<file path="src/pkg/cafb_defines.svh">
// Register offsets, field positions, reset values for the acceptance filter
`ifndef CAFB_DEFINES_SVH
`define CAFB_DEFINES_SVH

// ----------------------------------------------------------------
// Register offsets (byte addresses on the 8-bit register port)
// ----------------------------------------------------------------
`define CAFB_OFS_CONTROL 8'h00
`define CAFB_OFS_STATUS 8'h01
`define CAFB_OFS_FILTER_CTRL 8'h0B
`define CAFB_OFS_MISC 8'h0D
`define CAFB_OFS_RX_ERR 8'h0E
`define CAFB_OFS_TX_ERR 8'h0F
`define CAFB_OFS_CODE_LO 8'h10
`define CAFB_OFS_MASK_LO 8'h14
`define CAFB_OFS_MASK_HI 8'h17
`define CAFB_OFS_CODE_HI 8'h18

// ----------------------------------------------------------------
// Field positions
// ----------------------------------------------------------------
`define CAFB_BIT_INIT_REQ 0
`define CAFB_BIT_SLEEP_REQ 1
`define CAFB_BIT_RECOV_SEL 6
`define CAFB_BIT_INIT_ACK 0
`define CAFB_BIT_SLEEP_ACK 1
`define CAFB_BIT_BUSOFF 2
`define CAFB_BIT_HOLD 0
`define CAFB_ORG_LSB 4

// ----------------------------------------------------------------
// Reset values
// ----------------------------------------------------------------
`define CAFB_RST_MASK 8'h00
`define CAFB_RST_CODE 8'h00
`define CAFB_RST_BYTE 8'h00

`endif

</file>
<file path="src/pkg/cafb_pkg.sv">
// Types shared by the acceptance filter and bus-off status block
package cafb_pkg;

  // Filter organization field encodings
  typedef enum logic [1:0] {
    CAFB_ORG_32 = 2'b00,
    CAFB_ORG_16 = 2'b01,
    CAFB_ORG_8 = 2'b10,
    CAFB_ORG_CLOSED = 2'b11
  } cafb_org_e;

  // Evaluation sequence states
  typedef enum logic [0:0] {
    CAFB_ST_IDLE = 1'b0,
    CAFB_ST_EVAL = 1'b1
  } cafb_state_e;

  // Received identifier bytes plus the extended-frame flag
  typedef struct packed {
    logic ext;
    logic [3:0][7:0] id;
  } cafb_frame_s;

  // Verdict on one frame
  typedef struct packed {
    logic accept;
    logic drop;
    logic [2:0] hit;
  } cafb_verdict_s;

endpackage

</file>
<file path="src/hdl/cafb_top.sv">
// Acceptance filter, bus-off hold flag and error counter view
`timescale 1ns/1ns
`include "cafb_defines.svh"
// How it works
// - Bus-off hold flag readable anytime; writing one clears it, zero ignored.
// - With recovery option set, entering bus-off sets flag and holds bus-off.
// - Host clears flag to request recovery; flag then reads zero.
// - Receive and transmit error counts readable in two registers; writes ignored.
// - Every frame lands in background buffer; accepted ones raise rx_accept, the rest rx_drop.
// - Code bytes compared bitwise with identifier bytes, then qualified by mask.
// - In 32-bit filters, extended frames use four code/mask pairs; standard frames use two.
// - Code and mask registers readable anytime, writable only in init mode.
// - Mask bank sits at offsets 0x14 to 0x17, all bits reset zero.
// - Organization selects 32, 16, 8-bit filters or closed, accepting nothing.
// - Cleared mask bit demands equality, set bit ignores; all must agree.
module cafb_top (
  // Clock and reset
  input wire logic clk,
  input wire logic rstn,
  // Register port
  input wire logic [7:0] reg_addr,
  input wire logic [7:0] reg_wdata,
  input wire logic reg_wr,
  input wire logic reg_rd,
  output logic [7:0] reg_rdata,
  // Protocol engine side
  input wire logic rx_valid,
  input wire cafb_pkg::cafb_frame_s rx_frame,
  input wire logic [7:0] rx_err_cnt,
  input wire logic [7:0] tx_err_cnt,
  input wire logic busoff_enter,
  // Mode and bus-off status
  output logic init_acknowledge,
  output logic sleep_acknowledge,
  output logic busoff_hold_flag,
  output logic busoff_recovery_req,
  // Receive indication
  output logic rx_accept,
  output logic rx_drop,
  output logic [2:0] rx_hit,
  output cafb_pkg::cafb_frame_s rx_buffer
);

  // ----------------------------------------------------------------
  // Declarations
  // ----------------------------------------------------------------
  logic init_request;
  logic sleep_request;
  logic busoff_recovery_select;
  logic [1:0] filter_organization;
  logic [7:0] acceptance_code [0:7];
  logic [7:0] acceptance_mask [0:3];
  logic [7:0] rx_err_q;
  logic [7:0] tx_err_q;
  logic init_mode;
  logic hold_write_clear;
  logic [7:0] byte_ok;
  logic [7:0] filt_hit;
  logic [2:0] first_hit;
  logic any_hit;
  cafb_pkg::cafb_state_e state;
  cafb_pkg::cafb_verdict_s next_verdict;

  // ----------------------------------------------------------------
  // Mode control
  // ----------------------------------------------------------------
  // Init mode needs both request and acknowledge
  assign init_mode = init_request & init_acknowledge;

  always_ff @(posedge clk or negedge rstn) begin
    if (!rstn) begin
      init_request <= 1'b1;
      sleep_request <= 1'b0;
      busoff_recovery_select <= 1'b0;
    end else if (reg_wr && reg_addr == `CAFB_OFS_CONTROL) begin
      init_request <= reg_wdata[`CAFB_BIT_INIT_REQ];
      sleep_request <= reg_wdata[`CAFB_BIT_SLEEP_REQ];
      busoff_recovery_select <= reg_wdata[`CAFB_BIT_RECOV_SEL];
    end
  end

  // Acknowledges follow their requests one cycle later
  always_ff @(posedge clk or negedge rstn) begin
    if (!rstn) begin
      init_acknowledge <= 1'b0;
      sleep_acknowledge <= 1'b0;
    end else begin
      init_acknowledge <= init_request;
      sleep_acknowledge <= sleep_request;
    end
  end

  // ----------------------------------------------------------------
  // Bus-off hold
  // ----------------------------------------------------------------
  // one clears
  assign hold_write_clear = reg_wr && reg_addr == `CAFB_OFS_MISC &&
                            reg_wdata[`CAFB_BIT_HOLD];

  always_ff @(posedge clk or negedge rstn) begin
    if (!rstn) begin
      busoff_hold_flag <= 1'b0;
    end else if (busoff_enter && busoff_recovery_select) begin
      // Entry beats a clear in the same cycle so the event is kept
      busoff_hold_flag <= 1'b1;
    end else if (hold_write_clear) begin
      busoff_hold_flag <= 1'b0;
    end
  end

  always_ff @(posedge clk or negedge rstn) begin
    if (!rstn) begin
      busoff_recovery_req <= 1'b0;
    end else begin
      busoff_recovery_req <= hold_write_clear & busoff_hold_flag &
                             ~(busoff_enter & busoff_recovery_select);
    end
  end

  // ----------------------------------------------------------------
  // Error counter view
  // ----------------------------------------------------------------
  // read-only copies
  // values are only stable in sleep or init, so no gating here
  always_ff @(posedge clk or negedge rstn) begin
    if (!rstn) begin
      rx_err_q <= `CAFB_RST_BYTE;
      tx_err_q <= `CAFB_RST_BYTE;
    end else begin
      rx_err_q <= rx_err_cnt;
      tx_err_q <= tx_err_cnt;
    end
  end

  // ----------------------------------------------------------------
  // Filter configuration registers
  // ----------------------------------------------------------------
  // init-only writes
  always_ff @(posedge clk or negedge rstn) begin
    if (!rstn) begin
      filter_organization <= cafb_pkg::CAFB_ORG_32;
    end else if (init_mode && reg_wr &&
                 reg_addr == `CAFB_OFS_FILTER_CTRL) begin
      filter_organization <= reg_wdata[`CAFB_ORG_LSB +: 2];
    end
  end

  always_ff @(posedge clk or negedge rstn) begin
    if (!rstn) begin
      for (int i = 0; i < 8; i++) begin
        acceptance_code[i] <= `CAFB_RST_CODE;
      end
    end else if (init_mode && reg_wr) begin
      for (int i = 0; i < 4; i++) begin
        if (reg_addr == `CAFB_OFS_CODE_LO + 8'(i)) begin
          acceptance_code[i] <= reg_wdata;
        end
        if (reg_addr == `CAFB_OFS_CODE_HI + 8'(i)) begin
          acceptance_code[i + 4] <= reg_wdata;
        end
      end
    end
  end

  always_ff @(posedge clk or negedge rstn) begin
    if (!rstn) begin
      for (int i = 0; i < 4; i++) begin
        acceptance_mask[i] <= `CAFB_RST_MASK;
      end
    end else if (init_mode && reg_wr) begin
      for (int i = 0; i < 4; i++) begin
        if (reg_addr == `CAFB_OFS_MASK_LO + 8'(i)) begin
          acceptance_mask[i] <= reg_wdata;
        end
      end
    end
  end

  // ----------------------------------------------------------------
  // Acceptance compare
  // ----------------------------------------------------------------
  // Byte i compares against the identifier byte its filter width needs
  always_comb begin
    logic [1:0] idx;
    logic [7:0] id_byte;
    byte_ok = 8'h00;
    idx = 2'b00;
    id_byte = 8'h00;
    for (int i = 0; i < 8; i++) begin
      case (filter_organization)
        cafb_pkg::CAFB_ORG_32: idx = 2'(i);
        cafb_pkg::CAFB_ORG_16: idx = {1'b0, 1'(i)};
        default: idx = 2'b00;
      endcase
      id_byte = rx_buffer.id[idx];
      byte_ok[i] = &(~(acceptance_code[i] ^ id_byte) | acceptance_mask[idx]);
    end
  end

  // Per-filter hits; lowest numbered filter has priority
  always_comb begin
    filt_hit = 8'h00;
    case (filter_organization)
      cafb_pkg::CAFB_ORG_32: begin
        for (int f = 0; f < 2; f++) begin
          if (rx_buffer.ext) begin
            filt_hit[f] = &byte_ok[f * 4 +: 4];
          end else begin
            filt_hit[f] = &byte_ok[f * 4 +: 2];
          end
        end
      end
      cafb_pkg::CAFB_ORG_16: begin
        for (int f = 0; f < 4; f++) begin
          filt_hit[f] = &byte_ok[f * 2 +: 2];
        end
      end
      cafb_pkg::CAFB_ORG_8: begin
        filt_hit = byte_ok;
      end
      default: begin
        filt_hit = 8'h00;
      end
    endcase
  end

  always_comb begin
    first_hit = 3'h0;
    for (int f = 7; f >= 0; f--) begin
      if (filt_hit[f]) begin
        first_hit = 3'(f);
      end
    end
  end

  assign any_hit = |filt_hit;

  always_comb begin
    next_verdict.accept = any_hit;
    next_verdict.drop = ~any_hit;
    next_verdict.hit = first_hit;
  end

  // ----------------------------------------------------------------
  // Background buffer and evaluation sequence
  // ----------------------------------------------------------------
  // every frame buffered
  always_ff @(posedge clk or negedge rstn) begin
    if (!rstn) begin
      rx_buffer <= '0;
    end else if (rx_valid) begin
      // A dropped frame is simply overwritten here
      rx_buffer <= rx_frame;
    end
  end

  always_ff @(posedge clk or negedge rstn) begin
    if (!rstn) begin
      state <= cafb_pkg::CAFB_ST_IDLE;
    end else begin
      case (state)
        cafb_pkg::CAFB_ST_IDLE: begin
          if (rx_valid) begin
            state <= cafb_pkg::CAFB_ST_EVAL;
          end
        end
        cafb_pkg::CAFB_ST_EVAL: begin
          // Back-to-back frames stay in evaluation
          if (!rx_valid) begin
            state <= cafb_pkg::CAFB_ST_IDLE;
          end
        end
        default: begin
          state <= cafb_pkg::CAFB_ST_IDLE;
        end
      endcase
    end
  end

  always_ff @(posedge clk or negedge rstn) begin
    if (!rstn) begin
      rx_accept <= 1'b0;
      rx_drop <= 1'b0;
      rx_hit <= 3'h0;
    end else begin
      rx_accept <= 1'b0;
      rx_drop <= 1'b0;
      if (state == cafb_pkg::CAFB_ST_EVAL) begin
        rx_accept <= next_verdict.accept;
        rx_drop <= next_verdict.drop;
        // Hit index keeps the last accepted frame's filter
        if (next_verdict.accept) begin
          rx_hit <= next_verdict.hit;
        end
      end
    end
  end

  // ----------------------------------------------------------------
  // Register read
  // ----------------------------------------------------------------
  // Data stand only in the cycle after the strobe; zero otherwise
  always_ff @(posedge clk or negedge rstn) begin
    if (!rstn) begin
      reg_rdata <= `CAFB_RST_BYTE;
    end else if (!reg_rd) begin
      reg_rdata <= `CAFB_RST_BYTE;
    end else begin
      reg_rdata <= `CAFB_RST_BYTE;
      case (reg_addr)
        `CAFB_OFS_CONTROL: begin
          reg_rdata[`CAFB_BIT_INIT_REQ] <= init_request;
          reg_rdata[`CAFB_BIT_SLEEP_REQ] <= sleep_request;
          reg_rdata[`CAFB_BIT_RECOV_SEL] <= busoff_recovery_select;
        end
        `CAFB_OFS_STATUS: begin
          reg_rdata[`CAFB_BIT_INIT_ACK] <= init_acknowledge;
          reg_rdata[`CAFB_BIT_SLEEP_ACK] <= sleep_acknowledge;
          reg_rdata[`CAFB_BIT_BUSOFF] <= busoff_hold_flag;
        end
        `CAFB_OFS_FILTER_CTRL: begin
          reg_rdata[`CAFB_ORG_LSB +: 2] <= filter_organization;
          reg_rdata[2:0] <= rx_hit;
        end
        `CAFB_OFS_MISC: begin
          reg_rdata[`CAFB_BIT_HOLD] <= busoff_hold_flag;
        end
        `CAFB_OFS_RX_ERR: begin
          reg_rdata <= rx_err_q;
        end
        `CAFB_OFS_TX_ERR: begin
          reg_rdata <= tx_err_q;
        end
        default: begin
          for (int i = 0; i < 4; i++) begin
            if (reg_addr == `CAFB_OFS_CODE_LO + 8'(i)) begin
              reg_rdata <= acceptance_code[i];
            end
            if (reg_addr == `CAFB_OFS_CODE_HI + 8'(i)) begin
              reg_rdata <= acceptance_code[i + 4];
            end
            if (reg_addr == `CAFB_OFS_MASK_LO + 8'(i)) begin
              reg_rdata <= acceptance_mask[i];
            end
          end
        end
      endcase
    end
  end

endmodule

</file>
<file path="config.mk">
export PLATFORM = sky130hd
export DESIGN_NAME = cafb_top
export DESIGN_NICKNAME = d
export VERILOG_FILES = /design/src/pkg/cafb_pkg.sv /design/src/hdl/cafb_top.sv
export VERILOG_INCLUDE_DIRS = /design/src /design/src/pkg
export SDC_FILE = /design/constraint.sdc
export NUM_CORES = 1
export LEC_CHECK = 0
export BUFFER_PORTS_ARGS = -buffer_cell sky130_fd_sc_hd__buf_2
export CORE_ASPECT_RATIO = 0.8
export CORE_MARGIN = 3
export CORE_UTILIZATION = 25
export CTS_CLUSTER_SIZE = 24
export DETAILED_ROUTE_END_ITERATION = 7
export PLACE_DENSITY = 0.51
export SYNTH_ARGS = -nofsm -noshare
export SYNTH_HDL_FRONTEND = slang
export SYNTH_SLANG_ARGS = --single-unit
</file>
<file path="constraint.sdc">
create_clock -name clk -period 8.85 [get_ports clk]
set_input_delay 0 -clock clk [delete_from_list [all_inputs] [get_ports clk]]
set_output_delay 0 -clock clk [all_outputs]
set_load 0.01 [all_outputs]
</file>
---- Yosys cells after proc, flatten, opt, wreduce, memory -nomap -nowiden ----
Index checks and enable logic that the tools add are counted.
word-level totals
  flip-flop bits (word level) ............. 168
  input bits .............................. 71
  output and inout port bits .............. 50
cells by class
  order comparisons ....................... 6
  eq/ne operators ......................... 19
  mux-type cells .......................... 56
  bitwise logic cells ..................... 33
  reduce and logical (&&, ||, !) cells .... 42
operators by type and width
  kind                number
  $mux 8              22
  $bmux 8 s2          6
  $eq 8x5->1 const B  12
  $not 8->8           8
  $or 8x8->8          8
  $reduce_and 16->1   4
  $reduce_and 32->1   2
  $reduce_and 8->1    8
  $xor 8x8->8         8
  $eq 8x4->1 const B  4
  $reduce_and 2->1    13
  $mux 3              8
  $pmux 1 s6          2
  $ge 3x3->1 const B  3
  $lt 2x3->1 const B  3
  $not 2->3           3
  $eq 8x1->1 const B  1
  $logic_not 8->1     1
  $mux 1              8
  $pmux 2 s2          2
  $pmux 2 s4          1
  $reduce_or 8->1     1
  $logic_and 1x1->1   6
  $pmux 1 s3          2
  other kinds (14)    20

---- Depth between registers and ports, before layout ----
Gate-level depths: netlist (run 1).
  depth in word-level cells ............... 18
  depth in mapped cells ................... 14
  gate-level depth less buffers ........... 11

---- Worst setup path before layout (run 1) ----
OpenSTA, ideal clock, no wires.
  path kind ............................... reg2reg
  from .................................... reg filter_organization[0]
  to ...................................... reg rx_hit[0]
  setup time .............................. 0.079 ns
  arrival ................................. 2.952 ns
  data required time ...................... 8.771 ns
  setup slack ............................. 5.818 ns
  cell stages (with the launch flop) ...... 13
  buffers on the path ..................... 2
  period minus slack after synthesis ...... 3.032 ns
  path through ............................ dfrtp_1 inv_1 ha_1 buf_4 buf_4 mux4_2 xnor2_1 o22ai_1 nor4_2 a32oi_1 nand2_1 o41ai_1 mux2i_1
on the way
  cells in the longest elaborated chain, start to end .. 17
ends and longest elaborated chain
  item                                                               RTL line                          RTL
  start: declaration                                                 cafb_top.sv:50                    logic [1:0] filter_organization;
  start signal: assignment                                           cafb_top.sv:141                   filter_organization <= cafb_pkg::CAFB_ORG_32;
  start signal: assignment                                           cafb_top.sv:144                   filter_organization <= reg_wdata[`CAFB_ORG_LSB +: 2];
  $eq 2x1->1 / $logic_not 2->1 (equally long branches)               cafb_top.sv:190, cafb_top.sv:203
  $pmux 2 s2                                                         cafb_top.sv:190                   case (filter_organization)
  $bmux 8 s2 / $not 2->3 (equally long branches)                     cafb_top.sv:195, cafb_top.sv:196
  $mux 8 (implied by the code) / $bmux 8 s2 (equally long branches)  cafb_top.sv:195, cafb_top.sv:196
  $xor 8x8->8 / $mux 8 (equally long branches)                       cafb_top.sv:196                   byte_ok[i] = &(~(acceptance_code[i] ^ id_byte) | acceptance_mask[idx]);
  $not 8->8 / $mux 8 (equally long branches)                         cafb_top.sv:196
  $or 8x8->8                                                         cafb_top.sv:196
  $reduce_and 8->1                                                   cafb_top.sv:196
  $mux 4                                                             cafb_top.sv:203                   case (filter_organization)
  $mux 3 (8 in a row)                                                cafb_top.sv:230                   if (filt_hit[f]) begin
  end signal: assignment                                             cafb_top.sv:293                   rx_hit <= next_verdict.hit;
  end: declaration                                                   cafb_top.sv:40                    output logic [2:0] rx_hit,
Parallel ways exist; a longest one is shown, timed or not. The select of a mux whose other input is x is not followed.
A chain may end at the register's enable or synchronous reset.

---- Worst setup path in the final report (run 1) ----
Same ends and word-level chain as after synthesis.

==> results.md, run 1 <==
- Max_cap viols: 0
- Largest net degree at the start of global routing: 94
- Cts repair resizes: 0
- Highest-count cells in the layout ignoring fill and taps: 167 x dfrtp_1, 139 x mux2_2, 119 x buf_2
- Register area share after synthesis: 46.6%
- Skew-Pair Late Insertion Delay: 0.45 ns
- Drt first pass iters: 5
- EDFF count, synth: 0
- Setup Buffers After CTS: 0
- Main flop type after synthesis: dfrtp_1
- # rows: 61
- Overflow after GRT: 0
- Worst slack on hold paths: 0.000802 ns
- CP Data Arrival Time: 4.59 ns
- DRC: 0
- Fin. Hold Viols: 0
- Post-Syn Instances: 765
- Setup TNS: 0 ns
- Gr usage total: 17.5%
- Most common cell after layout, fill and taps aside: dfrtp_1
- Final ANT Viol Nets: 0
- Core area: 35200 um2
- CTS Sinks: 168
- RePlAce Congestion: 0.941
- Crit-path max FO: 31
- Nets@finish: 991
- CTS buffer count: 17
- Via-per-instance ratio: 5.07
- Synth warn: 0
- Share of post-route cells with drive strength above 1: 33.8%
- CTS tree: yes
- Design area: 11200 um2
- Initial antenna violation count: 4
- Clock skew: 0.0116 ns
- RSZ-0062 raised after global routing: false
- Initial Utilization: 25.7%
- Worst-path clk slew: 0.08 ns
- Top Ports: 121
- Layout area overhead: 23.7%
- Slew Viols, Final: 0
- Status: complete, no violations
- Die X-Extent: 218 um
- Tcrit/Tclk final: 47.8%
- Slew HR: 25.0%
- H-tree levels: 4
- Final wirelength: 33100 um
- Mapped Area: 9030 um2
- Port buffer count: 120
- Root Driver: clkbuf_16
- Count of cell types in the netlist: 65
- Worst EP required: 9.22 ns
- Initial drt markers: 718
- Mean Syn Cell Area: 11.8 um2
- First-pass GRT wire length: 49000 um
- Post-route minimum period: 4.23 ns
- Vias in the first global route: 7193
- Post-place instance area: 10000 um2
- Die ar.: 38400 um2
- Setup Viol. Count Final: 0
- Die Span Y: 176 um
- Startpoint types: flip-flop
- FF+latch count, synth: 168
- Vias: 7097
- CTS Hold Bufs: 54
- Worst-margin pin slew: 1.11 ns
- Min-Delay Path Class: primary input to flip-flop
- F_max: 237 MHz
- Leak: 4.86 nW
- Ys async rst share: 100%
- Post-synth net total: 841
- Power Density: 162 nW/um2
- CP Capture Type: flip-flop
- HPWL after DPL: 24300 um
- Kind of critical path: flip-flop to flip-flop
- Clock buffer depth: 2
- Peak supply drop: 0.138 mV
- WL/cell: 23.6 um
-- path summary, 6_finish.rpt --
path | from | to | slack, ns | depth (start not counted)
setup reg to reg | filter_organization[0] | rx_hit[0] | 4.62 | 11
max in group asynchronous | rstn | rx_err_q[5] | 7.02 | 3
hold reg to reg | sleep_request | sleep_acknowledge | 0.41 | 0
setup / recovery | filter_organization[0] | rx_hit[0] | 4.62 | 11
min in group asynchronous | rstn | rx_buffer[7] | 0.21 | 2
hold / removal | reg_wdata[0] | busoff_recovery_req | 0.0008 | 3
-- cell usage after synthesis, drive strengths merged, types with 12 or more instances --
library cell  count  area, um2
a21oi            13       65.1
a22oi            14        105
mux2            140       1580
buf              12       92.6
nand2            43        161
a222oi           16        160
xnor2            72        631
o21ai            22        110
o22ai            27        169
mux2i            18        205
dfrtp           167       4180
nor2             36        143
clkbuf           32        120
-- per-layer routing --
layer	vias to the layer above	global-route usage (%)	routed length [um]	share of wire, %
li1	3156	-	-	-
met1	3665	23.0	14400	44
met2	217	28.4	15600	47
met3	51	4.68	2230	6.7
met4	8	5.16	776	2.3
met5	-	0	51	0.15
-- registers in the layout (all words and copies together), names as in the netlist --
register / cells
rx_buffer: 33
reg_rdata: 8
state: 1
rx_err_q: 8
rx_accept: 1
init_request: 1
rx_drop: 1
busoff_recovery_select: 1
acceptance_code: 64
acceptance_mask: 32
rx_hit: 3
busoff_recovery_req: 1
busoff_hold_flag: 1
sleep_acknowledge: 1
sleep_request: 1
init_acknowledge: 1
tx_err_q: 8
filter_organization: 2
-- report_power, final --
group          switching, mW  total (mW)  internal, mW  leakage [nW]
combinational         0.0982       0.197        0.0993          2.35
clock                  0.354       0.776         0.422         0.280
sequential            0.0447       0.834         0.790          2.22
-- critical path, cell delays in order, from the launching register on --
cell     delay [ns]
dfrtp_1        0.39
inv_1          0.10
ha_1           0.49
nor2_4         0.91
mux4_2         0.47
xnor2_1        0.17
o22ai_1        0.27
nor4_2         0.11
a32oi_1        0.28
nand2_1        0.14
o41ai_1        0.56
mux2i_1        0.24
-- metrics by stage --
stage          setup WS [ns]  instances  power (mW)  util [%]
2_1_floorplan           5.82        765       0.932         -
3_3_place_gp            4.71       1314        1.03      28.5
3_5_place_dp            4.60       1314        1.03      28.5
4_1_cts                 4.58       1400        1.83      31.7
5_1_grt                 4.18       1400        1.88      31.7
6_report                4.62       1401        1.81      31.7
-- final cells by class --
class	count	area, um2
clock inverter	15	169
antenna	1	2.50
tap	472	591
fill	3592	24000
timing repair buffer	175	1150
sequential	168	4210
clock buffer	17	425
inverter	10	37.5
multi-input combinational	543	4580
-- kinds of logic after synthesis --
kind of cell	count (synthesis)	synth area share [%]
fa+ha+maj	5	0.693
flops	168	46.6
buf+inv	54	2.77
mux	168	22.2
simple gates	145	8.18
compound gates	143	11.6
xor+xnor	82	7.96
Power figures use the tool's default switching activity.
==> run 2: changes to the inputs <==
--- a/config.mk
+++ b/config.mk
@@ -12,7 +12,7 @@
 export CORE_UTILIZATION = 25
 export CTS_CLUSTER_SIZE = 24
 export DETAILED_ROUTE_END_ITERATION = 7
-export PLACE_DENSITY = 0.51
+export PLACE_DENSITY = 0.53
 export SYNTH_ARGS = -nofsm -noshare
 export SYNTH_HDL_FRONTEND = slang
 export SYNTH_SLANG_ARGS = --single-unit
==> constraint.sdc (replaced) <==
create_clock -name clk -period 3.8 [get_ports clk]
set_input_delay 0 -clock clk [delete_from_list [all_inputs] [get_ports clk]]
set_output_delay 0 -clock clk [all_outputs]
set_load 0.01 [all_outputs]
==> results.md, run 2 (synthesis gave the netlist of run 1 again) <==
- CP Capture Type: flip-flop
- Initial Utilization: 25.7%
- RSZ-0062 raised after global routing: false
- Die ar.: 38400 um2
- Max FFs per register: 64
- Setup Viol. Count Final: 0
- Share of post-route cells with drive strength above 1: 35.5%
- Skew-Pair Late Insertion Delay: 0.44 ns
- Gr usage total: 17.0%
- Core area: 35200 um2
- Setup Buffers After CTS: 0
- Top Ports: 121
- HPWL after DPL: 24300 um
- WL/cell: 22.4 um
- Slew Viols, Final: 0
- Die X-Extent: 218 um
- Status: complete, no violations
- Setup TNS: 0 ns
- Final ANT Viol Nets: 0
- Fin. Hold Viols: 0
- # rows: 61
- Hold depth: 2
- Largest net degree at the start of global routing: 101
- F_max: 290 MHz
- Biggest regs: acceptance_code (64), rx_buffer (33), acceptance_mask (32)
- Hold Startpoint: reg_wdata[3]
- Drt first pass iters: 6
- Startpoint types: flip-flop
- Filler cells: 3577
- Vias in the first global route: 7449
- CTS tree: yes
- CP Data Arrival Time: 3.75 ns
- Worst-margin pin slew: 0.988 ns
- Max_cap viols: 0
- Reg-to-reg endpoint: rx_hit[0]
- Crit path cell chain: inv_1 -> ha_1 -> nor2_4 -> buf_12 -> mux4_2 -> xor2_1 -> a22o_1 -> nor4_2 -> a21boi_0 -> o211ai_1 -> o41ai_1 -> mux2i_1
- Worst r2r src: filter_organization[0]
- RePlAce Congestion: 0.901
- Clock skew: 0.0124 ns
- Post-Place Cells: 1340
- Post-route minimum period: 3.45 ns
- Crit-path max FO: 20
- Overflow after GRT: 0
- Min-Delay Path Class: primary input to flip-flop
- CTS Sinks: 168
- Nets@finish: 1018
- Worst Path Buf+Inv: 2
- CP max stage cell: nor4_2
- Delay of the slowest critical-path stage: 0.48 ns
- Worst-path clk slew: 0.08 ns
- Hold endpoint: acceptance_code[3]
- Top delay family on crit path: compound AO/OA/AOI/OAI gates
- Worst EP required: 4.10 ns
- Reg with most FFs: acceptance_code
- Slew HR: 34.2%
- Kind of critical path: flip-flop to flip-flop
- Initial drt markers: 618
- CTS buffer count: 17
- DRC: 0
- Tcrit/Tclk final: 90.7%
- Non-Filler Instances: 1428
- Worst-case reg-to-reg path depth: 12
- Initial antenna violation count: 2
- Die Span Y: 176 um
- Peak supply drop: 0.303 mV
- H-tree levels: 4
- First-pass GRT wire length: 48500 um
- Most common cell after layout, fill and taps aside: dfrtp_1
- Power Density: 367 nW/um2
- Vias: 7180
- Port buffer count: 120
- Final wirelength: 32000 um
- Layout area overhead: 26.1%
- Highest-count cells in the layout ignoring fill and taps: 167 x dfrtp_1, 139 x mux2_2, 119 x buf_2
- Leak: 5.01 nW
- Via-per-instance ratio: 5.03
- Clock buffer depth: 2
- R2R setup slack: 0.35 ns
- Root Driver: clkbuf_16
run 2: cell types whose count changed in the layout (fill, tap and decap cells not counted), moves of 2 or more:
| cell | previous run | this run |
|---|---|---|
| nor4_2 | 4 | 2 |
| inv_6 | 5 | 8 |
| bufinv_16 | 2 | 0 |
| clkinv_8 | 1 | 4 |
| buf_4 | 1 | 26 |
| clkinvlp_4 | 4 | 0 |
run 2: repair_timing:
item                       CTS  global route
hold endpoints to repair   155             0
setup endpoints to repair    0             1
hold buffers                55             0
gates resized for setup      0             1
run 2: final cells by class:
| cell class | count | area (um2) | share of cell area [%] |
|---|---|---|---|
| antenna | 1 | 2.50 | 0.0220 |
| inverter | 10 | 37.5 | 0.330 |
| clock inverter | 14 | 151 | 1.33 |
| timing repair buffer | 202 | 1370 | 12.1 |
| tap | 472 | 591 | 5.19 |
| multi-input combinational | 543 | 4580 | 40.2 |
| clock buffer | 18 | 439 | 3.86 |
| sequential | 168 | 4210 | 37.0 |
run 2: routing by layer:
metal / wire [um] / vias up / GRT usage (%)
met5: 7 / - / 0
met1: 14400 / 3675 / 22.9
li1: - / 3210 / -
met4: 785 / 2 / 5.22
met2: 14900 / 238 / 27.1
met3: 1940 / 55 / 4.20
run 2: power breakdown:
group | internal, mW | switching [mW]
clock | 0.897 | 0.854
sequential | 1.84 | 0.106
combinational | 0.238 | 0.241
total | 2.97 | 1.20
run 2: worst max path at each step:
stage                            from  cells past startpoint  slack, ns         to
2_1_floorplan  filter_organization[0]                     12       0.77  rx_hit[0]
3_3_place_gp   filter_organization[0]                     12       0.33  rx_hit[1]
3_5_place_dp   filter_organization[0]                     12       0.29  rx_hit[0]
4_1_cts        filter_organization[0]                     12       0.27  rx_hit[0]
5_1_grt        filter_organization[0]                     12       0.09  rx_hit[0]
6_report       filter_organization[0]                     12       0.35  rx_hit[0]
run 2: through the flow:
stage               hold WS, ns  util, %  total power, mW  area [um2]  setup WS [ns]
detailed placement        0.109     29.1             2.41       10200          0.293
finish                   0.0556     32.3             4.17       11400          0.353
CTS                      0.0401     32.3             4.23       11400          0.274
floorplan                -0.296        -             2.17        9030          0.768
global route             0.0565     32.3             4.35       11400         0.0863
global placement          0.111     29.1             2.41       10200          0.333
